<file path="src/core/i2c_rx_pkg.sv">
// Package: constants, states and carrier types of the I2C slave receiver
package i2c_rx_pkg;
  localparam int BYTE_W = 8;
  localparam int ADDR_W = 7;
  localparam logic [3:0] BIT_LAST = 4'h8;
  localparam logic [7:0] STATUS_RST = 8'h00;
  localparam logic [7:0] BUF_RST = 8'h00;
  localparam logic [7:0] BAUD_RST = 8'h00;
  localparam logic [7:0] STATUS_WMASK = 8'hc0;
  localparam int ST_BF = 0;
  localparam int ST_RW = 2;
  localparam int ST_START = 3;
  localparam int ST_STOP = 4;
  localparam int ST_DA = 5;
  localparam int FIFO_DEPTH = 2;

  typedef enum logic [2:0] {
    PH_IDLE,
    PH_ADDR,
    PH_DATA,
    PH_ACK,
    PH_IGNORE
  } phase_t;

  typedef struct packed {
    logic clock_stretch_enable;
    logic address_hold_enable;
    logic data_hold_enable;
    logic buffer_overwrite_enable;
    logic start_irq_enable;
    logic stop_irq_enable;
    logic spi_master_mode;
    logic [ADDR_W-1:0] own_address;
  } cfg_t;

  typedef struct packed {
    logic is_addr;
    logic [BYTE_W-1:0] data;
  } rx_word_t;
endpackage

</file>
<file path="src/core/i2c_slave_rx.sv">
// I2C slave receiver with shared byte buffer and shift register
`timescale 1ns/1ps
`default_nettype none
// Function
// - Status low six bits read-only; upper two bits software writable.
// - In SPI master mode the address register value reloads the baud divider.
// - Completed byte moves into data buffer and sets serial interrupt flag.
// - Software write to buffer loads buffer and shift register together.
// - Matching address with write direction clears rw bit, loads buffer, acks.
// - Buffer full or overflow at address gives NACK unless overwrite enabled.
// - Interrupt flag set per transferred byte; software clears it.
// - With stretch enabled, hold SCL low after each acked byte until release bit set.
// - Start sets start bit; interrupt flag only if start interrupt enabled.
// - After matching address, drive SDA low in ack bit and set flag.
// - Reading data buffer clears buffer-full flag.
// - Stop sets stop bit and returns bus to idle.
// - With hold enabled, set flag and clear release bit after 8th fall.
// - Ack-phase flag tells whether interrupt is before or after the ack.
// - When holding, ack bit driven with software ack value after release.
// - Flag set after 9th fall when ACK sent, never on NACK.
// - With hold and stretch, also stretch SCL after the ack bit.
// - Transfer ends on NACK from slave or Stop from master.
module i2c_slave_rx
  import i2c_rx_pkg::*;
(
  input wire logic clk,
  input wire logic srst,
  input wire logic scl_in,
  input wire logic sda_in,
  output logic scl_out,
  output logic scl_oe,
  output logic sda_out,
  output logic sda_oe,
  input wire i2c_rx_pkg::cfg_t cfg,
  input wire logic buf_wr,
  input wire logic [7:0] buf_wdata,
  input wire logic buf_rd,
  output logic [7:0] buf_rdata,
  input wire logic status_wr,
  input wire logic [7:0] status_wdata,
  output logic [7:0] status_rdata,
  input wire logic irq_clr,
  output logic serial_irq_flag,
  input wire logic release_set,
  output logic clock_release_bit,
  input wire logic ack_value_bit,
  output logic ack_phase_flag,
  output logic buffer_full_flag,
  input wire logic ovf_clr,
  output logic receive_overflow_flag,
  input wire logic [7:0] baud_wdata,
  input wire logic baud_wr,
  output logic baud_reload_r,
  output logic rx_valid,
  input wire logic rx_ready,
  output i2c_rx_pkg::rx_word_t rx_word
);
  import i2c_rx_pkg::*;

  // ----------------------------------------
  // Bus edge detection
  // ----------------------------------------
  logic scl_q_r, sda_q_r;
  always_ff @(posedge clk) begin
    if (srst) begin
      scl_q_r <= 1'b1;
      sda_q_r <= 1'b1;
    end else begin
      scl_q_r <= scl_in;
      sda_q_r <= sda_in;
    end
  end
  wire logic scl_rise = scl_in & ~scl_q_r;
  wire logic scl_fall = ~scl_in & scl_q_r;
  wire logic start_ev = scl_in & scl_q_r & sda_q_r & ~sda_in;
  wire logic stop_ev = scl_in & scl_q_r & ~sda_q_r & sda_in;

  // ----------------------------------------
  // Receive sequencer
  // ----------------------------------------
  phase_t phase_r;
  logic [3:0] bit_cnt_r;
  logic [7:0] byte_shift_reg;
  logic [7:0] data_buffer_reg;
  logic [7:0] baud_reg_r;
  logic [7:0] status_hi_r;
  logic rw_r, start_r, stop_r, da_r, addr_byte_r, nack_r, hold_r, post_ack_r;
  logic fifo_ready, accept_r, release_q_r;

  function automatic logic addr_match(input logic [7:0] b, input logic [6:0] own);
    addr_match = (b[7:1] == own);
  endfunction

  wire logic byte_done = (phase_r == PH_ADDR || phase_r == PH_DATA) && scl_fall && bit_cnt_r == BIT_LAST;
  wire logic [7:0] byte_now = byte_shift_reg;
  wire logic is_match = addr_match(byte_now, cfg.own_address) && ~byte_now[0];
  wire logic blocked = (buffer_full_flag | receive_overflow_flag) & ~cfg.buffer_overwrite_enable;
  wire logic hold_now = (phase_r == PH_ADDR) ? cfg.address_hold_enable : cfg.data_hold_enable;
  wire logic accept = (phase_r == PH_DATA || is_match) && !blocked;
  wire logic ack_fall = phase_r == PH_ACK && scl_fall;
  wire logic ack_sent = ack_fall && !nack_r;
  wire logic buf_load = ack_sent && (hold_r || accept_r);

  always_ff @(posedge clk) begin
    if (srst) begin
      phase_r <= PH_IDLE;
      bit_cnt_r <= 4'h0;
      byte_shift_reg <= BUF_RST;
      addr_byte_r <= 1'b0;
      nack_r <= 1'b0;
      hold_r <= 1'b0;
      accept_r <= 1'b0;
    end else if (start_ev) begin
      phase_r <= PH_ADDR;
      bit_cnt_r <= 4'h0;
    end else if (stop_ev) begin
      phase_r <= PH_IDLE;
    end else if (buf_wr) begin
      byte_shift_reg <= buf_wdata;
    end else begin
      // Bits are counted on rises, so the SCL fall that follows a Start is not taken for a bit
      if (scl_rise && (phase_r == PH_ADDR || phase_r == PH_DATA)) begin
        byte_shift_reg <= {byte_shift_reg[6:0], sda_in};
        bit_cnt_r <= bit_cnt_r + 4'h1;
      end
      if (byte_done) begin
        addr_byte_r <= phase_r == PH_ADDR;
        hold_r <= hold_now;
        accept_r <= accept;
        nack_r <= hold_now ? 1'b0 : !accept;
        if (phase_r == PH_ADDR && !is_match) begin
          phase_r <= PH_IGNORE;
        end else begin
          phase_r <= PH_ACK;
        end
      end
      // Software decides the answer while holding; value latched at release
      if (hold_r && release_set && phase_r == PH_ACK) begin
        nack_r <= ack_value_bit;
      end
      if (ack_fall) begin
        bit_cnt_r <= 4'h0;
        phase_r <= nack_r ? PH_IGNORE : PH_DATA;
      end
    end
  end

  // ----------------------------------------
  // Buffer, status and flags
  // ----------------------------------------
  always_ff @(posedge clk) begin
    if (srst) begin
      data_buffer_reg <= BUF_RST;
      buffer_full_flag <= 1'b0;
      receive_overflow_flag <= 1'b0;
    end else begin
      if (buf_wr) begin
        data_buffer_reg <= buf_wdata;
      end else if (buf_load) begin
        data_buffer_reg <= byte_now;
      end
      if (buf_load && fifo_ready) begin
        buffer_full_flag <= 1'b1;
      end else if (buf_rd) begin
        buffer_full_flag <= 1'b0;
      end
      if ((byte_done && buffer_full_flag && phase_r == PH_DATA) || (buf_load && !fifo_ready)) begin
        receive_overflow_flag <= 1'b1;
      end else if (ovf_clr) begin
        receive_overflow_flag <= 1'b0;
      end
    end
  end

  always_ff @(posedge clk) begin
    if (srst) begin
      rw_r <= 1'b0;
      start_r <= 1'b0;
      stop_r <= 1'b0;
      da_r <= 1'b0;
      status_hi_r <= STATUS_RST;
    end else begin
      if (status_wr) begin
        status_hi_r <= status_wdata & STATUS_WMASK;
      end
      if (start_ev) begin
        start_r <= 1'b1;
        stop_r <= 1'b0;
      end else if (stop_ev) begin
        stop_r <= 1'b1;
        start_r <= 1'b0;
      end
      if (byte_done && phase_r == PH_ADDR && is_match) begin
        rw_r <= 1'b0;
      end
      if (buf_load) begin
        da_r <= !addr_byte_r;
      end
    end
  end

  always_ff @(posedge clk) begin
    if (srst) begin
      serial_irq_flag <= 1'b0;
      ack_phase_flag <= 1'b0;
      post_ack_r <= 1'b0;
    end else begin
      // Hardware set wins over a software clear in the same cycle
      if ((start_ev && cfg.start_irq_enable) || (stop_ev && cfg.stop_irq_enable)
          || (byte_done && hold_now && (phase_r == PH_DATA || is_match))
          || ack_sent) begin
        serial_irq_flag <= 1'b1;
      end else if (irq_clr) begin
        serial_irq_flag <= 1'b0;
      end
      if (byte_done) begin
        ack_phase_flag <= 1'b1;
      end else if (ack_fall) begin
        ack_phase_flag <= 1'b0;
      end
      post_ack_r <= ack_sent;
    end
  end

  // ----------------------------------------
  // Clock stretch and bus drivers
  // ----------------------------------------
  always_ff @(posedge clk) begin
    if (srst) begin
      clock_release_bit <= 1'b1;
      release_q_r <= 1'b0;
      scl_oe <= 1'b0;
      sda_oe <= 1'b0;
      scl_out <= 1'b0;
      sda_out <= 1'b0;
    end else begin
      scl_out <= 1'b0;
      sda_out <= 1'b0;
      if (release_set) begin
        clock_release_bit <= 1'b1;
      end else if (byte_done && (hold_now && (phase_r == PH_DATA || is_match))) begin
        clock_release_bit <= 1'b0;
      end else if (ack_sent && cfg.clock_stretch_enable) begin
        clock_release_bit <= 1'b0;
      end
      release_q_r <= release_set;
      // SCL is let go one cycle after SDA takes the answer, so SDA never moves while SCL is high
      scl_oe <= (!clock_release_bit || release_q_r) && phase_r != PH_IDLE && !scl_in;
      sda_oe <= phase_r == PH_ACK && !nack_r && !(hold_r && !clock_release_bit);
    end
  end

  // ----------------------------------------
  // Baud reload (SPI master reuse)
  // ----------------------------------------
  always_ff @(posedge clk) begin
    if (srst) begin
      baud_reg_r <= BAUD_RST;
      baud_reload_r <= 1'b0;
    end else begin
      if (baud_wr) begin
        baud_reg_r <= baud_wdata;
      end
      baud_reload_r <= cfg.spi_master_mode && baud_wr;
    end
  end

  // ----------------------------------------
  // Two-entry output buffer
  // ----------------------------------------
  rx_word_t fifo_mem [FIFO_DEPTH];
  logic wr_ptr_r, rd_ptr_r;
  logic [1:0] count_r;
  assign fifo_ready = count_r != 2'(FIFO_DEPTH);
  wire logic push = buf_load && fifo_ready;
  wire logic pop = rx_valid && rx_ready;
  rx_word_t push_word;
  assign push_word = '{is_addr: addr_byte_r, data: byte_now};

  always_ff @(posedge clk) begin
    if (srst) begin
      wr_ptr_r <= 1'b0;
      rd_ptr_r <= 1'b0;
      count_r <= 2'h0;
      rx_valid <= 1'b0;
      rx_word <= '0;
    end else begin
      if (push) begin
        fifo_mem[wr_ptr_r] <= push_word;
        wr_ptr_r <= ~wr_ptr_r;
      end
      if (pop) begin
        rd_ptr_r <= ~rd_ptr_r;
      end
      count_r <= count_r + 2'(push) - 2'(pop);
      rx_valid <= (count_r + 2'(push) - 2'(pop)) != 2'h0 && !(count_r == 2'h0 && push);
      // A push and a pop with one word held hit the same slot: forward the new word
      if (push && pop && count_r == 2'h1) begin
        rx_word <= push_word;
      end else begin
        rx_word <= fifo_mem[pop ? ~rd_ptr_r : rd_ptr_r];
      end
    end
  end

  assign buf_rdata = data_buffer_reg;
  // Status is registered, so it shows a change one cycle after its source bits
  always_ff @(posedge clk) begin
    if (srst) begin
      status_rdata <= STATUS_RST;
    end else begin
      status_rdata <= {status_hi_r[7:6], da_r, stop_r, start_r, rw_r, 1'b0, buffer_full_flag};
    end
  end

  // ----------------------------------------
  // Checks
  // ----------------------------------------
  chk_irq_sticky: assert property (@(posedge clk) disable iff (srst)
    serial_irq_flag && !irq_clr |=> serial_irq_flag) else $error("irq flag dropped");
  chk_ack_sda: assert property (@(posedge clk) disable iff (srst)
    phase_r == PH_ACK && !nack_r && !hold_r |=> sda_oe || phase_r != PH_ACK) else $error("ack not driven");
  chk_bf_clear: assert property (@(posedge clk) disable iff (srst)
    buf_rd && !buf_load |=> !buffer_full_flag) else $error("bf not cleared");
  chk_stop_idle: assert property (@(posedge clk) disable iff (srst)
    stop_ev && !start_ev |=> stop_r && phase_r == PH_IDLE) else $error("stop missed");
  chk_start_bit: assert property (@(posedge clk) disable iff (srst)
    start_ev |=> start_r && phase_r == PH_ADDR) else $error("start missed");
  chk_ovf_sticky: assert property (@(posedge clk) disable iff (srst)
    receive_overflow_flag && !ovf_clr |=> receive_overflow_flag) else $error("ovf dropped");
  chk_nack_no_irq: assert property (@(posedge clk) disable iff (srst)
    ack_fall && nack_r && !serial_irq_flag && !start_ev && !stop_ev |=> !serial_irq_flag) else $error("irq on nack");
  chk_hold_stretch: assert property (@(posedge clk) disable iff (srst)
    byte_done && hold_now && !release_set && (phase_r == PH_DATA || is_match) |=> !clock_release_bit && serial_irq_flag)
    else $error("hold not taken");
  chk_ack_phase: assert property (@(posedge clk) disable iff (srst)
    byte_done |=> ack_phase_flag) else $error("ack phase");
  chk_ack_stretch: assert property (@(posedge clk) disable iff (srst)
    ack_sent && cfg.clock_stretch_enable && !release_set |=> !clock_release_bit) else $error("no stretch after ack");
  chk_ack_irq: assert property (@(posedge clk) disable iff (srst)
    post_ack_r |-> serial_irq_flag) else $error("no irq after ack");
  cov_start: cover property (@(posedge clk) disable iff (srst) start_ev);
  cov_ack: cover property (@(posedge clk) disable iff (srst) ack_sent);
  cov_full: cover property (@(posedge clk) disable iff (srst) !fifo_ready);
  cov_stop: cover property (@(posedge clk) disable iff (srst) stop_ev);
endmodule
`default_nettype wire

</file>
<file path="config.mk">
export PLATFORM = sky130hd
export DESIGN_NAME = i2c_slave_rx
export DESIGN_NICKNAME = d
export VERILOG_FILES = /design/src/core/i2c_rx_pkg.sv /design/src/core/i2c_slave_rx.sv
export SDC_FILE = /design/constraint.sdc
export NUM_CORES = 1
export LEC_CHECK = 0
export ABC_AREA = 0
export BUFFER_PORTS_ARGS = -buffer_cell sky130_fd_sc_hd__buf_2
export CAP_MARGIN = 20
export CORE_MARGIN = 4
export CORE_UTILIZATION = 57
export DETAILED_ROUTE_END_ITERATION = 8
export PLACE_DENSITY = 0.91
export SYNTH_ARGS = -nofsm -noshare
export SYNTH_HDL_FRONTEND = slang
export SYNTH_SLANG_ARGS = --single-unit
export TNS_END_PERCENT = 10
</file>
<file path="constraint.sdc">
create_clock -name clk -period 5.8 [get_ports clk]
set_clock_uncertainty 0.15 [all_clocks]
set_input_delay 1.45 -clock clk [delete_from_list [all_inputs] [get_ports clk]]
set_output_delay 1.45 -clock clk [all_outputs]
set_load 0.02 [all_outputs]
</file>
==> impl_metrics.tcl, run 1 <==
set metrics [dict create \
    cp_max_fo 13 \
    yosys-top-cells-area "dfxtp_1 (37%), edfxtp_1 (16%), mux2i_1 (8.1%), a211oi_1 (6.1%), nor2_1 (5.9%)" \
    wl_per_cell_um 16.1 \
    hold_path_class "flop to flop" \
    setup-tns-final_ns 0 \
    insertion_delay_ns 0.37 \
    clock_sinks 81 \
    seq_area_frac_synth 0.524 \
    crit_start "scl_in" \
    async_reset_ff_frac 0 \
    postRouteAntennaNets 0 \
    layout_common_cells "buf_2 (68), dfxtp_1 (63), nor2_1 (54)" \
    placed_area_um2 3810 \
    synth_cells 342 \
    final_common_cell "buf_2" \
    cts_max_level 3 \
    fin_crit_sh 0.636 \
    start_util 0.584 \
    post-route-drc-count 0 \
    ctsLongestPathBuffers 2 \
    ir_worst_vdd_uv 192 \
    wl_um 7850 \
    hold_path_depth 2 \
    area_delta_synth_final_pct 16.5 \
    dp.cells 472 \
    core_um2 5890 \
    numCtsBuffers 9 \
    viasPerCell 5.76 \
    synth_top_area_frac 0.367 \
    drive_above_1_share 0.237 \
    seqPwrFrac 0.512 \
    grt_usage 0.217 \
    grt_pass1_wl_um 12400 \
    end_kind "flop" \
    worstReg2RegStart "phase_r[1]$_SDFFE_PP0P_" \
    num_rows 28 \
    p_sw_uw 382 \
    power.share.clock 0.326 \
    cts_root_buffer "clkbuf_8" \
    ys_types 48 \
    period_minus_slack_ns 3.69 \
    synth-main-ff-cell "dfxtp_1" \
    max_freq_ghz 0.271 \
    drv_slew 0 \
    min-delay-start "accept_r$_SDFFE_PP0P_" \
    synth_edf_count 18 \
    gp_congestion 0.853 \
    fin_cells 489 \
    cts_tree "yes" \
    port_buffers 68 \
    status "complete, no violations" \
    syn-cell-area_um2 3440 \
    power_frac_comb 0.162 \
    crit_path_start_kind "input pin" \
    grt_antenna_before_repair 0 \
    globalRoute.totalOverflow 0 \
    path_clk_slew_ns 0.09 \
    dieArea_um2 7340 \
    yosys_warnings 0 \
    nets 465 \
    p_int_uw 859 \
    synth_area_leader_cell "dfxtp_1" \
    vias 2817 \
    critical_path_class "input pin to flop" \
    final_area_um2 4010 \
    max_slew_margin 0.416 \
    post_cts_resized 0 \
    swShare 0.308 \
    dr.first_iter.drc_count 278 \
    cts_setup_buffers 0 \
    worstMarginPinSlew_ns 0.867 \
    dp_hpwl_um 5330 \
    finalPower_mw 1.24 \
    drv_cap 0 \
    leakagePower_nw 1.71 \
    hold_viol_final 0 \
    dieWidth_um 85.7 \
    antenna_cells 0 \
    grt_pass1_vias 2735 \
    cp.required_ns 5.89 \
    powerDensity_nw_per_um2 310 \
    dr.pass1.iters 5 \
    grt_max_degree 60 \
    ys_seq_elements 81 \
    die_h_um 85.7 \
    critPathArrivalTime_ns 3.78 \
    synth_area_per_cell_um2 10.1 \
    r2r_cells 12 \
    grt_setup_unrepaired "false" \
    hold_buffers 0 \
    ios 87 \
    setup_viol 0 \
]
==> final timing paths <==
kind | end | slack, ns
max reg2reg | rx_valid$_SDFF_PP0_ | 2.73
min reg2reg | accept_r$_SDFFE_PP0P_ | 0.31
min | accept_r$_SDFFE_PP0P_ | 0.31
max | rx_valid$_SDFF_PP0_ | 2.11
==> through the flow <==
stage | hold WS (ns) | worst slack (ns) | util
5_1_grt | 0.329 | 2.00 | 0.681
4_1_cts | 0.311 | 2.17 | 0.680
3_5_place_dp | 0.299 | 1.80 | 0.648
2_1_floorplan | 0.282 | 2.31 | -
6_report | 0.313 | 2.11 | 0.681
3_3_place_gp | 0.292 | 1.85 | 0.646
==> worst max-delay path, cell delays in order <==
cell and delay (ns):
buf_2 0.13, nand2b_4 0.17, nor4_4 0.25, buf_4 0.27
o21ai_1 0.22, ha_1 0.34, inv_1 0.04, ha_1 0.18
xnor2_1 0.21, xnor2_1 0.19, nor2_1 0.09, nor2_1 0.15
a21oi_1 0.07
==> metal layers <==
metal | global-route usage | share of wire | vias to the layer above
li1 | - | - | 1335
met1 | 0.255 | 0.40 | 1341
met2 | 0.369 | 0.50 | 126
met3 | 0.0471 | 0.071 | 15
met4 | 0.117 | 0.024 | 0
met5 | 0 | 0 | -
==> cells in the mapped netlist, drive strengths merged, types with 2 or more instances <==
| master | n |
|---|---|
| dfxtp | 63 |
| nor2 | 55 |
| a211oi | 28 |
| mux2i | 28 |
| edfxtp | 18 |
| nand2 | 17 |
| a21oi | 14 |
| inv | 11 |
| buf | 10 |
| clkbuf | 10 |
| o21ai | 9 |
| xor2 | 9 |
| nor2b | 8 |
| nor3 | 7 |
| nand3 | 6 |
| ha | 5 |
| nand3b | 5 |
| nor4 | 5 |
| or2 | 5 |
| xnor2 | 5 |
| a21o | 2 |
| and3 | 2 |
| nand2b | 2 |
| nor3b | 2 |
==> power by group through the flow <==
| stage | clock network (mW) | registers (mW) | logic, mW |
|---|---|---|---|
| global placement | 0 | 0.646 | 0.187 |
| CTS | 0.407 | 0.635 | 0.200 |
| floorplan | 0 | 0.664 | 0.121 |
| detailed placement | 0 | 0.648 | 0.195 |
| global route | 0.436 | 0.641 | 0.217 |
| finish | 0.404 | 0.636 | 0.201 |
==> cell type report <==
| type | instances | area (um2) |
|---|---|---|
| inverters | 11 | 41.3 |
| well taps | 75 | 93.8 |
| repair buffers | 73 | 378 |
| flip-flops and latches | 81 | 1800 |
| multi-input cells | 233 | 1500 |
| clock inverters | 7 | 65.1 |
| fillers | 450 | 1880 |
| clock buffers | 9 | 124 |
==> flip-flops by register name, indices dropped and copies added (netlist names), 2 cells and up <==
| name | count |
|---|---|
| rx_word | 9 |
| byte_now | 8 |
| count_r | 2 |
| bit_cnt_r | 4 |
| fifo_mem | 18 |
| phase_r | 3 |
| status_rdata | 6 |
| buf_rdata | 8 |
| status_hi_r | 2 |
==> cell families (layout without fill, tap and decap cells) <==
logic type | Yosys count | in the layout | synth area share
AOI/OAI and AO/OA | 65 | 65 | 0.129
xor gates and xnor gates | 14 | 14 | 0.0378
DFF | 81 | 81 | 0.524
muxes | 28 | 28 | 0.0815
adders and majority gates | 5 | 5 | 0.0182
and+or+nand+nor | 117 | 117 | 0.167
other | 1 | 4 | 0.00109
buffers and inverters | 31 | 100 | 0.0422
Power figures use the tool's default switching activity.
==> run 2, diff against run 1 <==
--- a/config.mk
+++ b/config.mk
@@ -9,9 +9,9 @@
 export BUFFER_PORTS_ARGS = -buffer_cell sky130_fd_sc_hd__buf_2
 export CAP_MARGIN = 20
 export CORE_MARGIN = 4
-export CORE_UTILIZATION = 57
+export CORE_UTILIZATION = 47
 export DETAILED_ROUTE_END_ITERATION = 8
-export PLACE_DENSITY = 0.91
+export PLACE_DENSITY = 0.81
 export SYNTH_ARGS = -nofsm -noshare
 export SYNTH_HDL_FRONTEND = slang
 export SYNTH_SLANG_ARGS = --single-unit
==> constraint.sdc (replaced) <==
create_clock -name clk -period 3.3 [get_ports clk]
set_clock_uncertainty 0.15 [all_clocks]
set_input_delay 0.825 -clock clk [delete_from_list [all_inputs] [get_ports clk]]
set_output_delay 0.825 -clock clk [all_outputs]
set_load 0.02 [all_outputs]
==> impl_metrics.tcl, run 2 (synthesis results as in run 1) <==
set metrics [dict create \
    num_rows 30 \
    clock_sinks 81 \
    grt_max_degree 42 \
    numCtsBuffers 9 \
    area_delta_synth_final_pct 18.9 \
    cp_max_fo 6 \
    fin_ws_ns 0.663 \
    powerDensity_nw_per_um2 548 \
    gp_congestion 0.789 \
    status "complete, no violations" \
    max_freq_ghz 0.379 \
    grt_usage 0.169 \
    dr.first_iter.drc_count 102 \
    largest_register_ffs 18 \
    globalRoute.totalOverflow 0 \
    leakagePower_nw 1.74 \
    wl_per_cell_um 14.1 \
    nets 467 \
    start_util 0.495 \
    drv_slew 0 \
    hold_ws_ns 0.309 \
    grt_pass1_vias 2511 \
    max_slew_margin 0.436 \
    ctsLongestPathBuffers 2 \
    grt_pass1_wl_um 11500 \
    insertion_delay_ns 0.36 \
    dp_hpwl_um 5100 \
    vias 2695 \
    dr.pass1.iters 4 \
    die_h_um 93.5 \
    worstMarginPinSlew_ns 0.838 \
    antenna_cells 0 \
    grt_setup_unrepaired "false" \
    postRouteAntennaNets 0 \
    n_fill_cell 598 \
    place_ws_ns 0.291 \
    end_kind "flop" \
    layout_common_cells "buf_2 (68), dfxtp_1 (63), nor2_1 (54)" \
    post-route-drc-count 0 \
    wl_um 7200 \
    ios 87 \
    cp.required_ns 3.39 \
    post_cts_resized 0 \
    critical_path_class "input pin to flop" \
    setup-tns-final_ns 0 \
    crit_path_start_kind "input pin" \
    viasPerCell 5.26 \
    grt_antenna_before_repair 0 \
    path_clk_slew_ns 0.08 \
    setup_viol 0 \
    fin_util 0.589 \
    ir_worst_vdd_uv 259 \
    period_minus_slack_ns 2.64 \
    hold_buffers 0 \
    hold_path_class "flop to flop" \
    top_regs "fifo_mem x18, rx_word x9" \
    cts_root_buffer "clkbuf_8" \
    fin_crit_sh 0.799 \
    drv_cap 0 \
    core_um2 6940 \
    cts_tree "yes" \
    cts_setup_buffers 0 \
    port_buffers 68 \
    dieArea_um2 8750 \
    hold_viol_final 0 \
    final_common_cell "buf_2" \
    critPathArrivalTime_ns 2.73 \
    dieWidth_um 93.5 \
    drive_above_1_share 0.238 \
    cts_max_level 3 \
    top_register "fifo_mem" \
]
-- run 2: cell type report --
cell class / instances / area, um2 / area share
timing repair buffer: 75 / 393 / 0.0961
clock buffer: 14 / 216 / 0.0529
clock inverter: 2 / 13.8 / 0.00336
inverter: 11 / 41.3 / 0.0101
sequential: 81 / 1800 / 0.441
multi-input combinational: 233 / 1500 / 0.368
tap: 96 / 120 / 0.0294
-- run 2: report_power, final --
part | switching, mW | leakage (nW) | total (mW) | internal (mW)
combinational | 0.195 | 0.951 | 0.340 | 0.145
clock | 0.352 | 0.118 | 0.784 | 0.432
sequential | 0.0449 | 0.674 | 1.12 | 1.07
total | 0.592 | 1.74 | 2.24 | 1.65
-- run 2: critical path: stages --
cell,delay (ns)
buf_2,0.13
nand2b_4,0.17
nor4_4,0.27
o21ai_1,0.21
ha_1,0.34
inv_1,0.04
ha_1,0.18
xnor2_1,0.18
xnor2_1,0.14
nor2_1,0.07
nor2_1,0.13
a21oi_1,0.05
-- run 2: worst paths after layout --
kind | startpoint | end | slack (ns) | cells after the start
setup / recovery | scl_in | rx_valid$_SDFF_PP0_ | 0.66 | 12
hold / removal | accept_r$_SDFFE_PP0P_ | accept_r$_SDFFE_PP0P_ | 0.31 | 2
setup reg to reg | phase_r[0]$_SDFFE_PP0P_ | rx_valid$_SDFF_PP0_ | 0.70 | 11
hold reg to reg | accept_r$_SDFFE_PP0P_ | accept_r$_SDFFE_PP0P_ | 0.31 | 2
-- run 2: per-layer routing --
layer  vias up  wire, um  global-route usage
met2        82      3540               0.281
met4         0       241               0.102
met5         -         0                   0
li1       1341         -                   -
met3        19       391              0.0274
met1      1253      3020               0.203
-- run 2: per-stage QoR --
step	power (mW)	cells	instance area [um2]
2_1_floorplan	1.38	345	3450
3_3_place_gp	1.46	495	3850
3_5_place_dp	1.48	495	3850
4_1_cts	2.25	511	4080
5_1_grt	2.34	512	4090
6_report	2.24	512	4090
==> run 3, diff against run 2 <==
--- a/config.mk
+++ b/config.mk
@@ -9,9 +9,9 @@
 export BUFFER_PORTS_ARGS = -buffer_cell sky130_fd_sc_hd__buf_2
 export CAP_MARGIN = 20
 export CORE_MARGIN = 4
-export CORE_UTILIZATION = 47
+export CORE_UTILIZATION = 53
 export DETAILED_ROUTE_END_ITERATION = 8
-export PLACE_DENSITY = 0.81
+export PLACE_DENSITY = 0.86
 export SYNTH_ARGS = -nofsm -noshare
 export SYNTH_HDL_FRONTEND = slang
 export SYNTH_SLANG_ARGS = --single-unit
==> constraint.sdc (replaced) <==
create_clock -name clk -period 2.66 [get_ports clk]
set_clock_uncertainty 0.15 [all_clocks]
set_input_delay 0.665 -clock clk [delete_from_list [all_inputs] [get_ports clk]]
set_output_delay 0.665 -clock clk [all_outputs]
set_load 0.02 [all_outputs]
==> impl_metrics.tcl, run 3 (synthesis results as in run 1) <==
set metrics [dict create \
    top_register "fifo_mem" \
    path_clk_slew_ns 0.08 \
    placed_area_um2 3890 \
    layout_common_cells "buf_2 (68), dfxtp_1 (63), nor2_1 (54)" \
    grt_antenna_before_repair 1 \
    post-route-drc-count 0 \
    gp_congestion 0.849 \
    largest_register_ffs 18 \
    dieWidth_um 88.6 \
    nets 475 \
    finalPower_mw 2.65 \
    core_um2 6310 \
    hold_path_class "flop to flop" \
    vias 2755 \
    final_area_um2 4090 \
    cp_max_fo 7 \
    dr.pass1.iters 6 \
    critPathArrivalTime_ns 2.47 \
    grt_pass1_vias 2676 \
    worstPathCellList "nand3b_1 > nor4_4 > o21ai_1 > ha_1 > inv_1 > ha_1 > xnor2_1 > xnor2_1 > nor2_1 > nor2_1 > a21oi_1" \
    ios 87 \
    leakagePower_nw 1.75 \
    num_rows 29 \
    place_ws_ns 0.00137 \
    grt_max_degree 38 \
    post_cts_resized 0 \
    hold_viol_final 0 \
    wl_um 7480 \
    area_delta_synth_final_pct 18.9 \
    dr.first_iter.drc_count 160 \
    dp_hpwl_um 5350 \
    setup_viol 0 \
    ctsLongestPathBuffers 2 \
    viasPerCell 5.49 \
    max_slew_margin 0.506 \
    status "complete, no violations" \
    ir_worst_vdd_uv 479 \
    crit_path_max_incr_delay_ns 0.47 \
    top_regs "fifo_mem x18, rx_word x9" \
    crit_path_start_kind "flop" \
    cts_setup_buffers 0 \
    insertion_delay_ns 0.36 \
    grt_setup_unrepaired "false" \
    grt_usage 0.201 \
    postRouteAntennaNets 0 \
    port_buffers 68 \
    final_common_cell "buf_2" \
    drv_cap 0 \
    end_kind "flop" \
    setup-tns-final_ns 0 \
    cts_tree "yes" \
    period_minus_slack_ns 2.39 \
    critical_path_class "flop to flop" \
    fin_ws_ns 0.271 \
    dieArea_um2 7840 \
    fin_crit_sh 0.898 \
    numCtsBuffers 9 \
    hold_buffers 0 \
    cts_max_level 3 \
    worstMarginPinSlew_ns 0.737 \
    powerDensity_nw_per_um2 648 \
    drv_slew 0 \
    start_util 0.545 \
    max_freq_ghz 0.419 \
    drive_above_1_share 0.257 \
    cts_root_buffer "clkbuf_8" \
    die_h_um 88.6 \
    grt_pass1_wl_um 12100 \
    cp.required_ns 2.74 \
    cp_slowest_cell "dfxtp_1" \
    clock_sinks 81 \
    globalRoute.totalOverflow 0 \
    wl_per_cell_um 14.9 \
]
==> run 3: cell count changes in the layout (fill, tap and decap cells not counted) <==
cell / previous run / this run
inv_8: 0 / 1
clkbuf_8: 10 / 9
clkinv_2: 1 / 0
clkbuf_16: 3 / 0
clkinvlp_4: 0 / 2
clkbuf_1: 1 / 0
inv_6: 0 / 2
clkinv_4: 1 / 2
buf_4: 7 / 15
nor3b_1: 2 / 1
nor3b_2: 0 / 1
diode_2: 0 / 1
==> run 3: final timing paths <==
path	start	end	slack (ns)	cells after the start
max	phase_r[0]$_SDFFE_PP0P_	rx_valid$_SDFF_PP0_	0.27	11
max reg2reg	phase_r[0]$_SDFFE_PP0P_	rx_valid$_SDFF_PP0_	0.27	11
min	status_hi_r[7]$_SDFFE_PP0P_	status_rdata[7]$_SDFF_PP0_	0.31	1
min reg2reg	status_hi_r[7]$_SDFFE_PP0P_	status_rdata[7]$_SDFF_PP0_	0.31	1
==> run 3: through the flow <==
step | instances | util | hold slack (ns)
after floorplan | 345 | - | 0.282
after global placement | 484 | 0.617 | 0.293
after detailed placement | 484 | 0.617 | 0.303
after CTS | 500 | 0.646 | 0.315
after global routing | 502 | 0.648 | 0.328
final | 502 | 0.648 | 0.314
==> run 3: layer usage <==
metal  GRT usage  wire (um)
met1       0.250       3240
met2       0.333       3660
met3      0.0354        461
met4       0.107        122
met5           0          0
==> run 3: worst max-delay path, delay by kind of cell (launching register included) <==
family                   cells  cell delay (ns)
flip-flops                   1             0.47
adder cells (fa/ha/maj)      2             0.46
AND/OR/NAND/NOR              4             0.67
buffers and inverters        1             0.04
XOR/XNOR                     2             0.29
AO/OA/AOI/OAI                2             0.18
==> run 3: area by class of cell <==
class / instances / area (um2)
Tap cell: 77 / 96.3
Sequential cell: 81 / 1800
Timing Repair Buffer: 83 / 453
Antenna cell: 1 / 2.50
Clock buffer: 9 / 124
Clock inverter: 7 / 61.3
Multi-Input combinational cell: 233 / 1510
Inverter: 11 / 41.3
Fill cell: 513 / 2220
==> run 3: power by group <==
group / switching (mW) / internal [mW] / leakage (nW)
clock: 0.481 / 0.355 / 0.0884
combinational: 0.243 / 0.183 / 0.990
sequential: 0.0595 / 1.33 / 0.674
